### src/pkg/gdp_regs.svh
/*
  Register offsets, field positions, reset values and fixed counts of the
  twelve-pin direction and level port.
  Assumes it is included by its bare name, once per compilation unit.
*/
`ifndef GDP_REGS_SVH
`define GDP_REGS_SVH

// ----------------------------------------------------------------------
// widths
// ----------------------------------------------------------------------
`define GDP_NUM_PINS   12
`define GDP_DATA_W     16
`define GDP_ADDR_W     8

// ----------------------------------------------------------------------
// register offsets
// ----------------------------------------------------------------------
`define GDP_ADDR_DIR   8'h2a
`define GDP_ADDR_LEVEL 8'h2b

// ----------------------------------------------------------------------
// fields and reset values
// ----------------------------------------------------------------------
`define GDP_PIN_LSB    0
`define GDP_DIR_IN     1'h0
`define GDP_DIR_OUT    1'h1
`define GDP_RST_DIR    12'h000
`define GDP_RST_LEVEL  12'h000

// ----------------------------------------------------------------------
// timing
// ----------------------------------------------------------------------
`define GDP_SYNC_STAGES 2
`define GDP_RD_LAT      1

`endif

### src/pkg/gdp_pkg.sv
/*
  Types shared by the direction and level port and its bench.
  Assumes gdp_regs.svh is on the include path.
*/
`default_nettype none

package gdp_pkg;
  `include "gdp_regs.svh"

  typedef logic [`GDP_DATA_W-1:0] gdp_data_t;
  typedef logic [`GDP_ADDR_W-1:0] gdp_addr_t;

  typedef enum logic [1:0]
  {
    GDP_SEL_NONE,
    GDP_SEL_DIR,
    GDP_SEL_LEVEL
  } gdp_sel_t;
endpackage

`default_nettype wire

### src/core/gdp_port.sv
/*
  Twelve-pin general-purpose port: per-pin direction register and pin level
  register behind a plain strobe register port, with registered pin drivers
  and synchronised pin sampling.
  Assumes one clock, a synchronous active-low reset, one strobe at a time,
  and an outside wire that resolves pinOut under pinOe_n.
*/
`timescale 1ns/10ps
`default_nettype none
`include "gdp_regs.svh"

module gdp_port
#(
  parameter int NUM_PINS = `GDP_NUM_PINS
)
(
  input  wire logic              clk,
  input  wire logic              rst_n,
  input  wire gdp_pkg::gdp_addr_t addr,
  input  wire gdp_pkg::gdp_data_t wrData,
  input  wire logic              wrStb,
  input  wire logic              rdStb,
  output var  gdp_pkg::gdp_data_t rdData,
  input  wire logic [NUM_PINS-1:0] pinIn,
  output var  logic [NUM_PINS-1:0] pinOut,
  output var  logic [NUM_PINS-1:0] pinOe_n
);

  import gdp_pkg::*;

  // ----------------------------------------------------------------------
  // storage
  // ----------------------------------------------------------------------
  logic [NUM_PINS-1:0] pinDir;
  logic [NUM_PINS-1:0] pinLevel;
  logic [NUM_PINS-1:0] pinSync;
  logic [NUM_PINS-1:0] wrPins;
  gdp_sel_t            sel;
  gdp_data_t           next_rdData;

  assign wrPins = wrData[NUM_PINS-1:0];

  // ----------------------------------------------------------------------
  // address decode
  // ----------------------------------------------------------------------
  always_comb
  begin
    case (addr)
      `GDP_ADDR_DIR:   sel = GDP_SEL_DIR;
      `GDP_ADDR_LEVEL: sel = GDP_SEL_LEVEL;
      default:         sel = GDP_SEL_NONE;
    endcase
  end

  // ----------------------------------------------------------------------
  // direction register
  // ----------------------------------------------------------------------
  always_ff @(posedge clk)
  begin
    if (!rst_n)
      pinDir <= `GDP_RST_DIR;
    else if (wrStb && sel == GDP_SEL_DIR)
      pinDir <= wrPins;
  end

  // ----------------------------------------------------------------------
  // level register
  // ----------------------------------------------------------------------
  // all bits are stored whatever the direction, so a pin turned to output
  // later drives the last value written to it
  always_ff @(posedge clk)
  begin
    if (!rst_n)
      pinLevel <= `GDP_RST_LEVEL;
    else if (wrStb && sel == GDP_SEL_LEVEL)
      pinLevel <= wrPins;
  end

  // ----------------------------------------------------------------------
  // pin drivers and pin sampling
  // ----------------------------------------------------------------------
  gdp_pin_drv
  #(
    .WIDTH   (NUM_PINS)
  )
  u_drv
  (
    .clk     (clk),
    .rst_n   (rst_n),
    .level   (pinLevel),
    .dir     (pinDir),
    .pinOut  (pinOut),
    .pinOe_n (pinOe_n)
  );

  // pins are asynchronous to clk; two stages cost two cycles of read latency
  gdp_sync
  #(
    .WIDTH (NUM_PINS)
  )
  u_sync
  (
    .clk   (clk),
    .rst_n (rst_n),
    .dIn   (pinIn),
    .dOut  (pinSync)
  );

  // ----------------------------------------------------------------------
  // read data
  // ----------------------------------------------------------------------
  // read data stand for one cycle only and are zero otherwise; reserved
  // bits and unmapped offsets read as zero
  always_comb
  begin
    next_rdData = '0;
    if (rdStb)
    begin
      case (sel)
        GDP_SEL_DIR:   next_rdData[NUM_PINS-1:0] = pinDir;
        GDP_SEL_LEVEL: next_rdData[NUM_PINS-1:0] = pinSync;
        default:       next_rdData = '0;
      endcase
    end
  end

  always_ff @(posedge clk)
  begin
    if (!rst_n)
      rdData <= '0;
    else
      rdData <= next_rdData;
  end

  logic wrDir;
  logic wrLevel;
  logic rdDir;
  logic rdLevel;
  logic rdNone;
  logic wrNone;

  assign wrDir   = wrStb && addr == `GDP_ADDR_DIR;
  assign wrLevel = wrStb && addr == `GDP_ADDR_LEVEL;
  assign rdDir   = rdStb && addr == `GDP_ADDR_DIR;
  assign rdLevel = rdStb && addr == `GDP_ADDR_LEVEL;
  assign rdNone  = rdStb && !rdDir && !rdLevel;
  assign wrNone  = wrStb && !wrDir && !wrLevel;
endmodule

`default_nettype wire

### src/core/gdp_sync.sv
/*
  Two flip-flop synchroniser, one pair per bit.
  Assumes dIn is asynchronous to clk; rst_n is synchronous, active low.
*/
`timescale 1ns/10ps
`default_nettype none

module gdp_sync
#(
  parameter int WIDTH = 1
)
(
  input  wire logic             clk,
  input  wire logic             rst_n,
  input  wire logic [WIDTH-1:0] dIn,
  output var  logic [WIDTH-1:0] dOut
);

  logic [WIDTH-1:0] meta;

  // the first stage feeds the second stage and nothing else
  genvar i;
  generate
    for (i = 0; i < WIDTH; i++)
    begin : g_bit
      always_ff @(posedge clk)
      begin
        if (!rst_n)
        begin
          meta[i] <= 1'b0;
          dOut[i] <= 1'b0;
        end
        else
        begin
          meta[i] <= dIn[i];
          dOut[i] <= meta[i];
        end
      end
    end
  endgenerate

endmodule

`default_nettype wire

### src/core/gdp_pin_drv.sv
/*
  Registered pin drivers: output level and active-low output enable per pin.
  Assumes level and dir come from registers on the same clock.
*/
`timescale 1ns/10ps
`default_nettype none
`include "gdp_regs.svh"

module gdp_pin_drv
#(
  parameter int WIDTH = 12
)
(
  input  wire logic             clk,
  input  wire logic             rst_n,
  input  wire logic [WIDTH-1:0] level,
  input  wire logic [WIDTH-1:0] dir,
  output var  logic [WIDTH-1:0] pinOut,
  output var  logic [WIDTH-1:0] pinOe_n
);

  genvar i;
  generate
    for (i = 0; i < WIDTH; i++)
    begin : g_pin
      always_ff @(posedge clk)
      begin
        if (!rst_n)
        begin
          pinOut[i]  <= 1'b0;
          pinOe_n[i] <= 1'b1;
        end
        else
        begin
          // an input pin keeps its driver off and its data low
          pinOe_n[i] <= (dir[i] != `GDP_DIR_OUT);
          pinOut[i]  <= level[i] & (dir[i] == `GDP_DIR_OUT);
        end
      end
    end
  endgenerate

endmodule

`default_nettype wire

### config.mk
export PLATFORM = sky130hd
export DESIGN_NAME = gdp_port
export DESIGN_NICKNAME = d
export VERILOG_FILES = /design/src/pkg/gdp_pkg.sv /design/src/core/gdp_port.sv /design/src/core/gdp_sync.sv /design/src/core/gdp_pin_drv.sv
export VERILOG_INCLUDE_DIRS = /design/src /design/src/pkg
export SDC_FILE = /design/constraint.sdc
export NUM_CORES = 1
export LEC_CHECK = 0
export ABC_AREA = 0
export BUFFER_PORTS_ARGS = -buffer_cell sky130_fd_sc_hd__buf_2
export CORE_MARGIN = 2
export CORE_UTILIZATION = 40
export CTS_BUF_LIST = sky130_fd_sc_hd__clkbuf_16
export DETAILED_ROUTE_END_ITERATION = 10
export PLACE_DENSITY_LB_ADDON = 0.25
export SYNTH_ARGS = -nofsm -noshare
export SYNTH_HDL_FRONTEND = slang
export SYNTH_SLANG_ARGS = --single-unit
export TNS_END_PERCENT = 5
### constraint.sdc
create_clock -name clk -period 2.5 [get_ports clk]
set_input_delay 0.25 -clock clk [delete_from_list [all_inputs] [get_ports clk]]
set_output_delay 0.25 -clock clk [all_outputs]
set_load 0.005 [all_outputs]
== Yosys cells after proc, flatten, opt, wreduce, memory -nomap -nowiden ==
Cells that the tools add are included.
Operators by class
  $add $sub $neg: 0
  reduce and logical (&&, ||, !) cells: 3
  mux-type cells: 2
  shifts and indexed selects: 0
  equal/unequal tests: 4
  $lt $le $gt $ge: 0
  $mul: 0
  bitwise operators: 24
  div/mod/pow operators: 0
Operators with widths (count)
  $pmux 12 s2: 1
  $eq 8x6->1 const B: 2
  $and 1x1->1: 12
  $not 1->1: 12
  $pmux 2 s2: 1
  $eq 2x1->1 const B: 1
  $eq 2x2->1 const B: 1
  $logic_and 1x1->1: 2
  $reduce_and 2->1: 1
Storage, ports and cells
  input bits: 40
  memory bits (read-only): 0
  word-level logic and storage cells: 85
  memories kept: 0
  latch bits: 0
  bits in registers: 88
  RAM bits: 0

== Depth between registers and ports, before layout ==
Gate-level depths: netlist of run 1.
  depth after elaboration: 4
  depth in mapped cells: 7
  gate-level depth less buffers: 5

== By module ==
A second synthesis of run 1 with hierarchy kept.
Unflattened totals
  cells, all modules: 265
  area total of the unflattened synthesis: 2846.5 um^2
Modules (own cells, without submodules)
  gdp_port: seq. area each 720.7 um^2, cells an instance 165, area an instance 1557.7 um^2, times used 1
  gdp_sync: seq. area each 480.5 um^2, cells an instance 50, area an instance 675.6 um^2, times used 1
  gdp_pin_drv: seq. area each 480.5 um^2, cells an instance 50, area an instance 613.1 um^2, times used 1

== Worst setup path before layout of run 1 ==
No wires, ideal clock.
  path type: input -> register
  from: input addr[4]
  to: register rdData[11]
  slack: 1.030 ns
  required time: 2.383 ns
  arrival time: 1.353 ns
  cell stages on the path: 7
  path through: nor3b_1 > nand3_1 > ha_1 > buf_2 > buf_2 > a22oi_1 > nor2_1
On the way
  word-level cells in the longest chain between the ends: 4
  elaborated cells on any way between the ends: 6
  classes of those cells: 4 x eq/ne; 2 x mux
Ends and longest elaborated chain
  start: declaration: line gdp_port.sv:19  | input wire gdp_pkg::gdp_addr_t addr,
  $eq 8x6->1: line gdp_port.sv:48  | case (addr)
  $pmux 2 s2 *: line gdp_port.sv:48
  $eq 2x2->1 or $eq 2x1->1 (tied branches): line gdp_port.sv:119  | case (sel)
  $pmux 12 s2 *: line gdp_port.sv:119
  end signal: assignment: line gdp_port.sv:132  | rdData <= next_rdData;
  end: declaration: line gdp_port.sv:23  | output var gdp_pkg::gdp_data_t rdData,
Mark *: on every way between the ends. The rest lies on a longest branch, timed or not.
A chain may end at the register's enable or synchronous reset.

== Final worst setup path of run 1 ==
  from: input addr[4]
  to: register pinLevel[5]
On the way
  word-level cells in the longest chain between the ends: 4
  elaborated cells on any way between the ends: 5
  classes of those cells: 3 x eq/ne; 1 x mux; 1 x reduce/logical
Ends and longest elaborated chain
  $eq 8x6->1: line gdp_port.sv:48
  $pmux 2 s2 *: line gdp_port.sv:48
  $eq 2x2->1 *: line gdp_port.sv:75  | else if (wrStb && sel == GDP_SEL_LEVEL)
  $logic_and 1x1->1 *: line gdp_port.sv:75
  end signal: assignment: line gdp_port.sv:74  | pinLevel <= `GDP_RST_LEVEL;
  end signal: assignment: line gdp_port.sv:76  | pinLevel <= wrPins;
  end: declaration: line gdp_port.sv:35  | logic [NUM_PINS-1:0] pinLevel;
Marked as above.

==> results of run 1 <==
## metal layers
metal	part of all wire, %	GRT usage, %
met1	46	19.8
met2	46	21.2
met3	7.4	3.95
met4	1.4	10.4
met5	0	0
## power by group through the flow
| stage | combinational (mW) | clock [mW] | sequential [mW] |
|---|---|---|---|
| 2_1_floorplan | 0.0491 | 0 | 1.39 |
| 4_1_cts | 0.0705 | 1.47 | 1.36 |
| 5_1_grt | 0.0802 | 1.53 | 1.36 |
| 3_5_place_dp | 0.0704 | 0 | 1.39 |
| 3_3_place_gp | 0.0697 | 0 | 1.39 |
| 6_report | 0.0705 | 1.44 | 1.36 |
## metrics by stage
step | util (%) | hold WS [ps]
floorplan | - | 377
global placement | 46.5 | 411
detailed placement | 46.5 | 406
CTS | 51.7 | 115
global route | 51.7 | 127
finish | 51.7 | 128
## final timing paths
| path | startpoint | to | slack (ps) |
|---|---|---|---|
| setup / recovery | addr[4] | pinLevel[5] | 760 |
| hold reg to reg | pinDir[1] | u_drv.pinOe_n[1] | 430 |
| setup reg to reg | pinDir[6] | rdData[6] | 1790 |
| hold / removal | pinIn[11] | u_sync.meta[11] | 130 |
## logic make-up after synthesis
group	Yosys count
AND/OR/NAND/NOR	105
adder cells (fa/ha/maj)	2
flip-flops	84
other	1
buffers and inverters	25
AO/OA/AOI/OAI	36
## state kept, by name, indices dropped and copies added (netlist names)
name	cells
u_drv.pinOut	12
pinDir	12
rdData	12
pinLevel	12
u_sync.meta	12
u_drv.pinOe_n	12
u_sync.dOut	12
## cell type report
| cell class | instances | area share, % |
|---|---|---|
| clock inverter | 7 | 3.20 |
| timing repair buffer | 74 | 11.4 |
| sequential | 84 | 50.6 |
| multi-input combinational | 147 | 25.1 |
| clock buffer | 9 | 6.78 |
| tap | 77 | 2.90 |
## cells in the final DEF, fill, tap and decap left out
| cell | netlist | layout |
|---|---|---|
| clkinv_2 | 0 | 1 |
| clkinv_1 | 0 | 2 |
| and3_1 | 13 | 13 |
| nand3b_1 | 2 | 2 |
| nand4_1 | 24 | 24 |
| inv_1 | 0 | 1 |
| nand2_1 | 24 | 24 |
| and2_4 | 2 | 2 |
| o21ai_1 | 22 | 22 |
| o21ai_0 | 2 | 2 |
| buf_4 | 5 | 3 |
| conb_1 | 1 | 4 |
| bufinv_16 | 0 | 3 |
| nor3b_1 | 1 | 1 |
| nor2_1 | 12 | 12 |
| and4bb_2 | 1 | 1 |
| a22oi_1 | 12 | 12 |
| clkbuf_16 | 0 | 9 |
| dfxtp_1 | 84 | 84 |
| nand3_1 | 1 | 1 |
| buf_2 | 11 | 71 |
| and2_1 | 24 | 24 |
| ha_1 | 2 | 2 |
| and3b_1 | 1 | 1 |
## worst reg2reg max path, stage by stage, from the launching register on
cell     delay [ps]
dfxtp_1         340
a22oi_1         180
nor2_1           60
==> impl_results.md, run 1 <==
- Peak VDD IR: 0.414 mV
- Setup Viol. Count Final: 0
- Fmax: 0.575 GHz
- Slowest-stage cell, CP: ha_1
- Post-synthesis mux area share: 0%
- Stages on worst setup path: 7
- Leak Pwr: 1.43 nW
- Cell area after synthesis: 2680 um2
- Clk pin slew, worst setup/hold paths: 60 ps
- Post-CTS Setup Inserts: 0
- Largest family of logic cells by synthesized area: simple AND/OR/NAND/NOR gates
- Worst reg2reg path depth: 2
- Final clock skew: 3.62 ps
- Most used flip-flop cell after synthesis: dfxtp_1
- Finished Layout Cells: 398
- Worst Tran Pin Value: 625 ps
- Failing checks: DRC
- First-pass iteration count of the detailed router: 8
- CP max FO: 17
- RSZ-0062 raised after global routing: false
- Cts repair resizes: 0
- Switch Pwr: 520 uW
- CTS H-tree lvls: 3
- Power Total: 2.87 mW
- Post-synthesis compound-gate area fraction: 7.85%
- CP top delay family: simple AND/OR/NAND/NOR gates
- Number of synthesized flops with an enable pin: 0
- Combinational Power Share: 2.5%
- Setup ws final: 761 ps
- GPL Wtd Cong: 0.754
- # fillers: 591
- Status: complete, but fails checks
- Arrival @ worst endpoint: 1990 ps
- CP bufs+invs: 2
- Slew Limit Fails: 0
- Post-synthesis simple-gate area fraction: 21.8%
- Post-DP Area: 2990 um2
- Worst min path class: in2reg
- Minimum clock period: 1740 ps
- Remaining global-route overflow: 0
- WL final: 5.22 mm
- Die Width: 85.8 um
- CTS Root Cell: clkbuf_16
- Hold buffer count at CTS: 0
- Pwr dens: 865 nW/um2
- Pre-CTS setup slack: 442 ps
- Fin nets: 358
- Die area: 7360 um2
- Share of total power in the clock network: 50.1%
- Leading post-synthesis cells by cell area: dfxtp_1, and2_1, nand4_1
- Final hold vios: 0
- Placed insts: 382
- CP Class: in2reg
- Starting density of the core: 41.7%
- Startpoint types: primary input
- Critical-path cell list: buf_2, nor3b_1, and3_1, ha_1, buf_4, nand4_1, o21ai_1
- Count leader, synth: dfxtp_1
- HPWL Detailed: 3.37 mm
- Avg Inst Size Synth: 10.6 um2
- Skew-Pair Late Insertion Delay: 320 ps
- First-pass GRT wire length: 8.34 mm
- Syn Inst Count: 253
- CTS tree: yes
- Wire length per cell: 13.1 um
- Area grow syn2layout: 24.0%
- Chip height: 85.8 um
- CTS Sinks: 84
- Port Buffers: 71
- CP endpoint kind: register
- Total core area: 6420 um2
- Deepest clock path buffer count: 2
- Register area: 1680 um2
- Vias: 1902
- Iteration-0 DRC Markers: 162
- Xor/xnor share of the synthesized area: 0%
- Sw Share: 18.1%
- Post-Synth Adder-Cell Area: 0.935%
- Vias per inst: 4.78
- Period utilisation layout: 69.5%
- Top cells by count, synth: dfxtp_1, and2_1, nand2_1, nand4_1, o21ai_1
- Seq/Total Area, Yosys: 62.8%
- Maximum Capacitance Violations: 0
- Total GRT Usage: 15.0%
- Post-synth top area cell: dfxtp_1
- DRC: 6
- FP Rows: 29
- ANT nets after route: 0
- CP max stage delay: 560 ps
- Multi-input gate area: 833 um2
- Final Instance Area: 3320 um2
- Asr flop ratio synth: 0%
- Yosys reg bits: 84
- Worst slew margin: 58.4%
- Worst EP required: 2750 ps
- Inserted Clock Buffers: 9
- Pint: 2.35 mW
- Setup TNS Final: 0 ps
- Hold Path Depth: 2
- Share of layout cells above drive strength 1: 28.0%
- Sequential share of power: 47.4%
- Number of global-route vias before repair: 1757
- Initial antenna violation count: 0
- Diodes inserted: 0
- Synth warn: 0
- Io pins: 80
- Library cells used by synthesis: 22
- Pin count of the biggest net entering global routing: 61
- Top cell type's share of synthesized area: 62.8%
(Power assumes the default switching activity.)
==> inputs of run 2 (changes only) <==
clock period = 1.63 ns   (was 2.5 ns; I/O delays follow)
==> run 2 against run 1 <==
  * The run still ends with DRC left
  * Largest cell class unchanged
  * Highest routed layer unchanged
  * Clock skew rose by 4.3 ps
  * Via count fell by 1.3%
  * Flip-flop and latch count did not move
  * Worst hold slack got worse by 88 ps
  * Global-route usage fell by 0.41 points
  * First-iteration DRC count fell by 37%
  * Count of clock-buffer cells in the layout did not move
  * Critical endpoint is now rdData[4]
  * Critical path type unchanged
==> impl_results.md, run 2 (synthesized netlist as in run 1, its figures left out) <==
- CTS tree: yes
- Critical R2R Launch: pinDir[4]
- Inserted Clock Buffers: 9 (unchanged)
- Failing checks: DRC
- Hold buffer count at CTS: 0 (unchanged)
- ANT nets after route: 0 (unchanged)
- Pin count of the biggest net entering global routing: 37 (-39%)
- Worst EP required: 1890 ps (-860 ps)
- Initial antenna violation count: 0 (unchanged)
- Worst setup endpoint: rdData[4]
- Number of global-route vias before repair: 1679 (-4.4%)
- Vias per inst: 4.66 (-2.5%)
- Slowest-stage cell, CP: nor3b_1
- Most common cell after layout, fill and taps aside: dfxtp_1
- Final hold vios: 0 (unchanged)
- Finished Layout Cells: 403 (+1.3%)
- Die Width: 85.8 um (unchanged)
- RSZ-0062 raised after global routing: false
- CP top delay family: simple AND/OR/NAND/NOR gates
- CTS H-tree lvls: 3 (unchanged)
- Area grow syn2layout: 24.2%
- Period utilisation layout: 77.9%
- CTS Sinks: 84 (unchanged)
- First-pass iteration count of the detailed router: 9 (+1)
- Deepest clock path buffer count: 2 (unchanged)
- Clk pin slew, worst setup/hold paths: 60 ps (about the same)
- Slew Limit Fails: 0 (unchanged)
- Minimum clock period: 1270 ps
- CTS Root Cell: clkbuf_16
- Critical-path cell list: buf_2, nor3b_1, and3b_1, ha_1, nand3b_1, buf_4, nor2_1
- Remaining global-route overflow: 0 (unchanged)
- Fmax: 0.787 GHz
- Maximum Capacitance Violations: 0 (unchanged)
- Cts repair resizes: 0 (unchanged)
- Setup Viol. Count Final: 0 (unchanged)
- Critical Path Source: addr[4]
- Vias: 1877 (-1.3%)
- CP endpoint kind: register
- Post-CTS Setup Inserts: 0 (unchanged)
- Skew-Pair Late Insertion Delay: 330 ps (about the same)
- Wire length per cell: 12.6 um (-3.9%)
- Reg-to-Reg End: rdData[4]
- Arrival @ worst endpoint: 1530 ps (-460 ps)
- Final clock skew: 7.92 ps (+4.30 ps)
- CP bufs+invs: 2 (unchanged)
- Worst reg2reg path depth: 2 (unchanged)
- CP Class: in2reg
- Flop2flop setup slack: 950 ps (-840 ps)
- Total core area: 6420 um2 (unchanged)
- HPWL Detailed: 3.54 mm (+5.1%)
- Worst min path class: in2reg
- Total GRT Usage: 14.6% (-0.41 points)
- First-pass GRT wire length: 8.06 mm (-3.4%)
- Diodes inserted: 0 (unchanged)
- Util after Layout: 51.8% (+0.058 points)
- FP Rows: 29 (unchanged)
- Stages on worst setup path: 7 (unchanged)
- Iteration-0 DRC Markers: 102 (-37%)
- CP max FO: 12 (-5)
- GPL Wtd Cong: 0.797 (+5.6%)
- DRC: 6 (unchanged)
- Fin nets: 363 (+1.4%)
- Placed insts: 387 (+1.3%)
- Setup TNS Final: 0 ps (unchanged)
- Status: complete, but fails checks
- Die area: 7360 um2 (unchanged)
- Startpoint types: primary input
- Commonest cells after routing, fill and taps aside: dfxtp_1, buf_2, nand2_1, nand4_1, and2_1
- Io pins: 80 (unchanged)
- Pwr dens: 1240 nW/um2 (+43%)
- Port Buffers: 71 (unchanged)
- Share of layout cells above drive strength 1: 29.1% (+1.1 points)
- Peak VDD IR: 0.605 mV (+46%)
- WL final: 5.08 mm (-2.7%)
- Leak Pwr: 1.45 nW (+0.89%)
- CP max stage delay: 350 ps (-210 ps)
- Chip height: 85.8 um (unchanged)
- Starting density of the core: 41.7% (unchanged)
## run 2: cell count changes in the layout (fill, tap and decap cells not counted)
cell,previous run,this run
buf_4,3,7
buf_12,0,1
bufinv_16,3,1
clkinv_1,2,1
clkinv_4,0,1
clkinv_2,1,2
inv_1,1,2
## run 2: metal layers
metal  vias to the layer above  global-route usage, %  wire (um)
met5                         -                      0          0
met3                        11                   4.81        445
met2                        60                   20.1       2240
met4                         0                   9.67        139
met1                       810                   19.4       2250
li1                        996                      -          -
## run 2: layout make-up
type	instances	area, um2
fill	606	3100
sequential	84	1680
multi-input combinational	147	833
timing repair buffer	79	428
clock buffer	9	225
tap	77	96.3
clock inverter	7	60.1
## run 2: worst min-delay path by stage
stage | startpoint | to | slack (ps) | depth (start not counted)
after floorplan | pinIn[2] | u_sync.meta[2] | 290 | 1
after global routing | pinIn[3] | u_sync.meta[3] | 40 | 2
after CTS | pinIn[3] | u_sync.meta[3] | 30 | 2
after detailed placement | pinIn[3] | u_sync.meta[3] | 370 | 2
final | pinIn[3] | u_sync.meta[3] | 40 | 2
after global placement | pinIn[9] | u_sync.meta[9] | 370 | 2
## run 2: metrics by stage
stage / cell area (um2) / setup slack (ps) / power [mW] / hold slack (ps)
after floorplan: 2690 / 247 / 2.21 / 290
after global placement: 3040 / 90.4 / 2.25 / 373
after detailed placement: 3040 / 46.1 / 2.25 / 373
after CTS: 3320 / 351 / 4.15 / 29.9
after global routing: 3320 / 257 / 4.26 / 36.6
final: 3320 / 360 / 4.11 / 40.4
## run 2: power by group
group	leakage, nW	total (mW)	switching [mW]	internal, mW
combinational	0.615	0.116	0.0617	0.0546
sequential	0.682	2.09	0.00617	2.08
clock	0.149	1.90	0.736	1.17
total	1.45	4.11	0.804	3.30
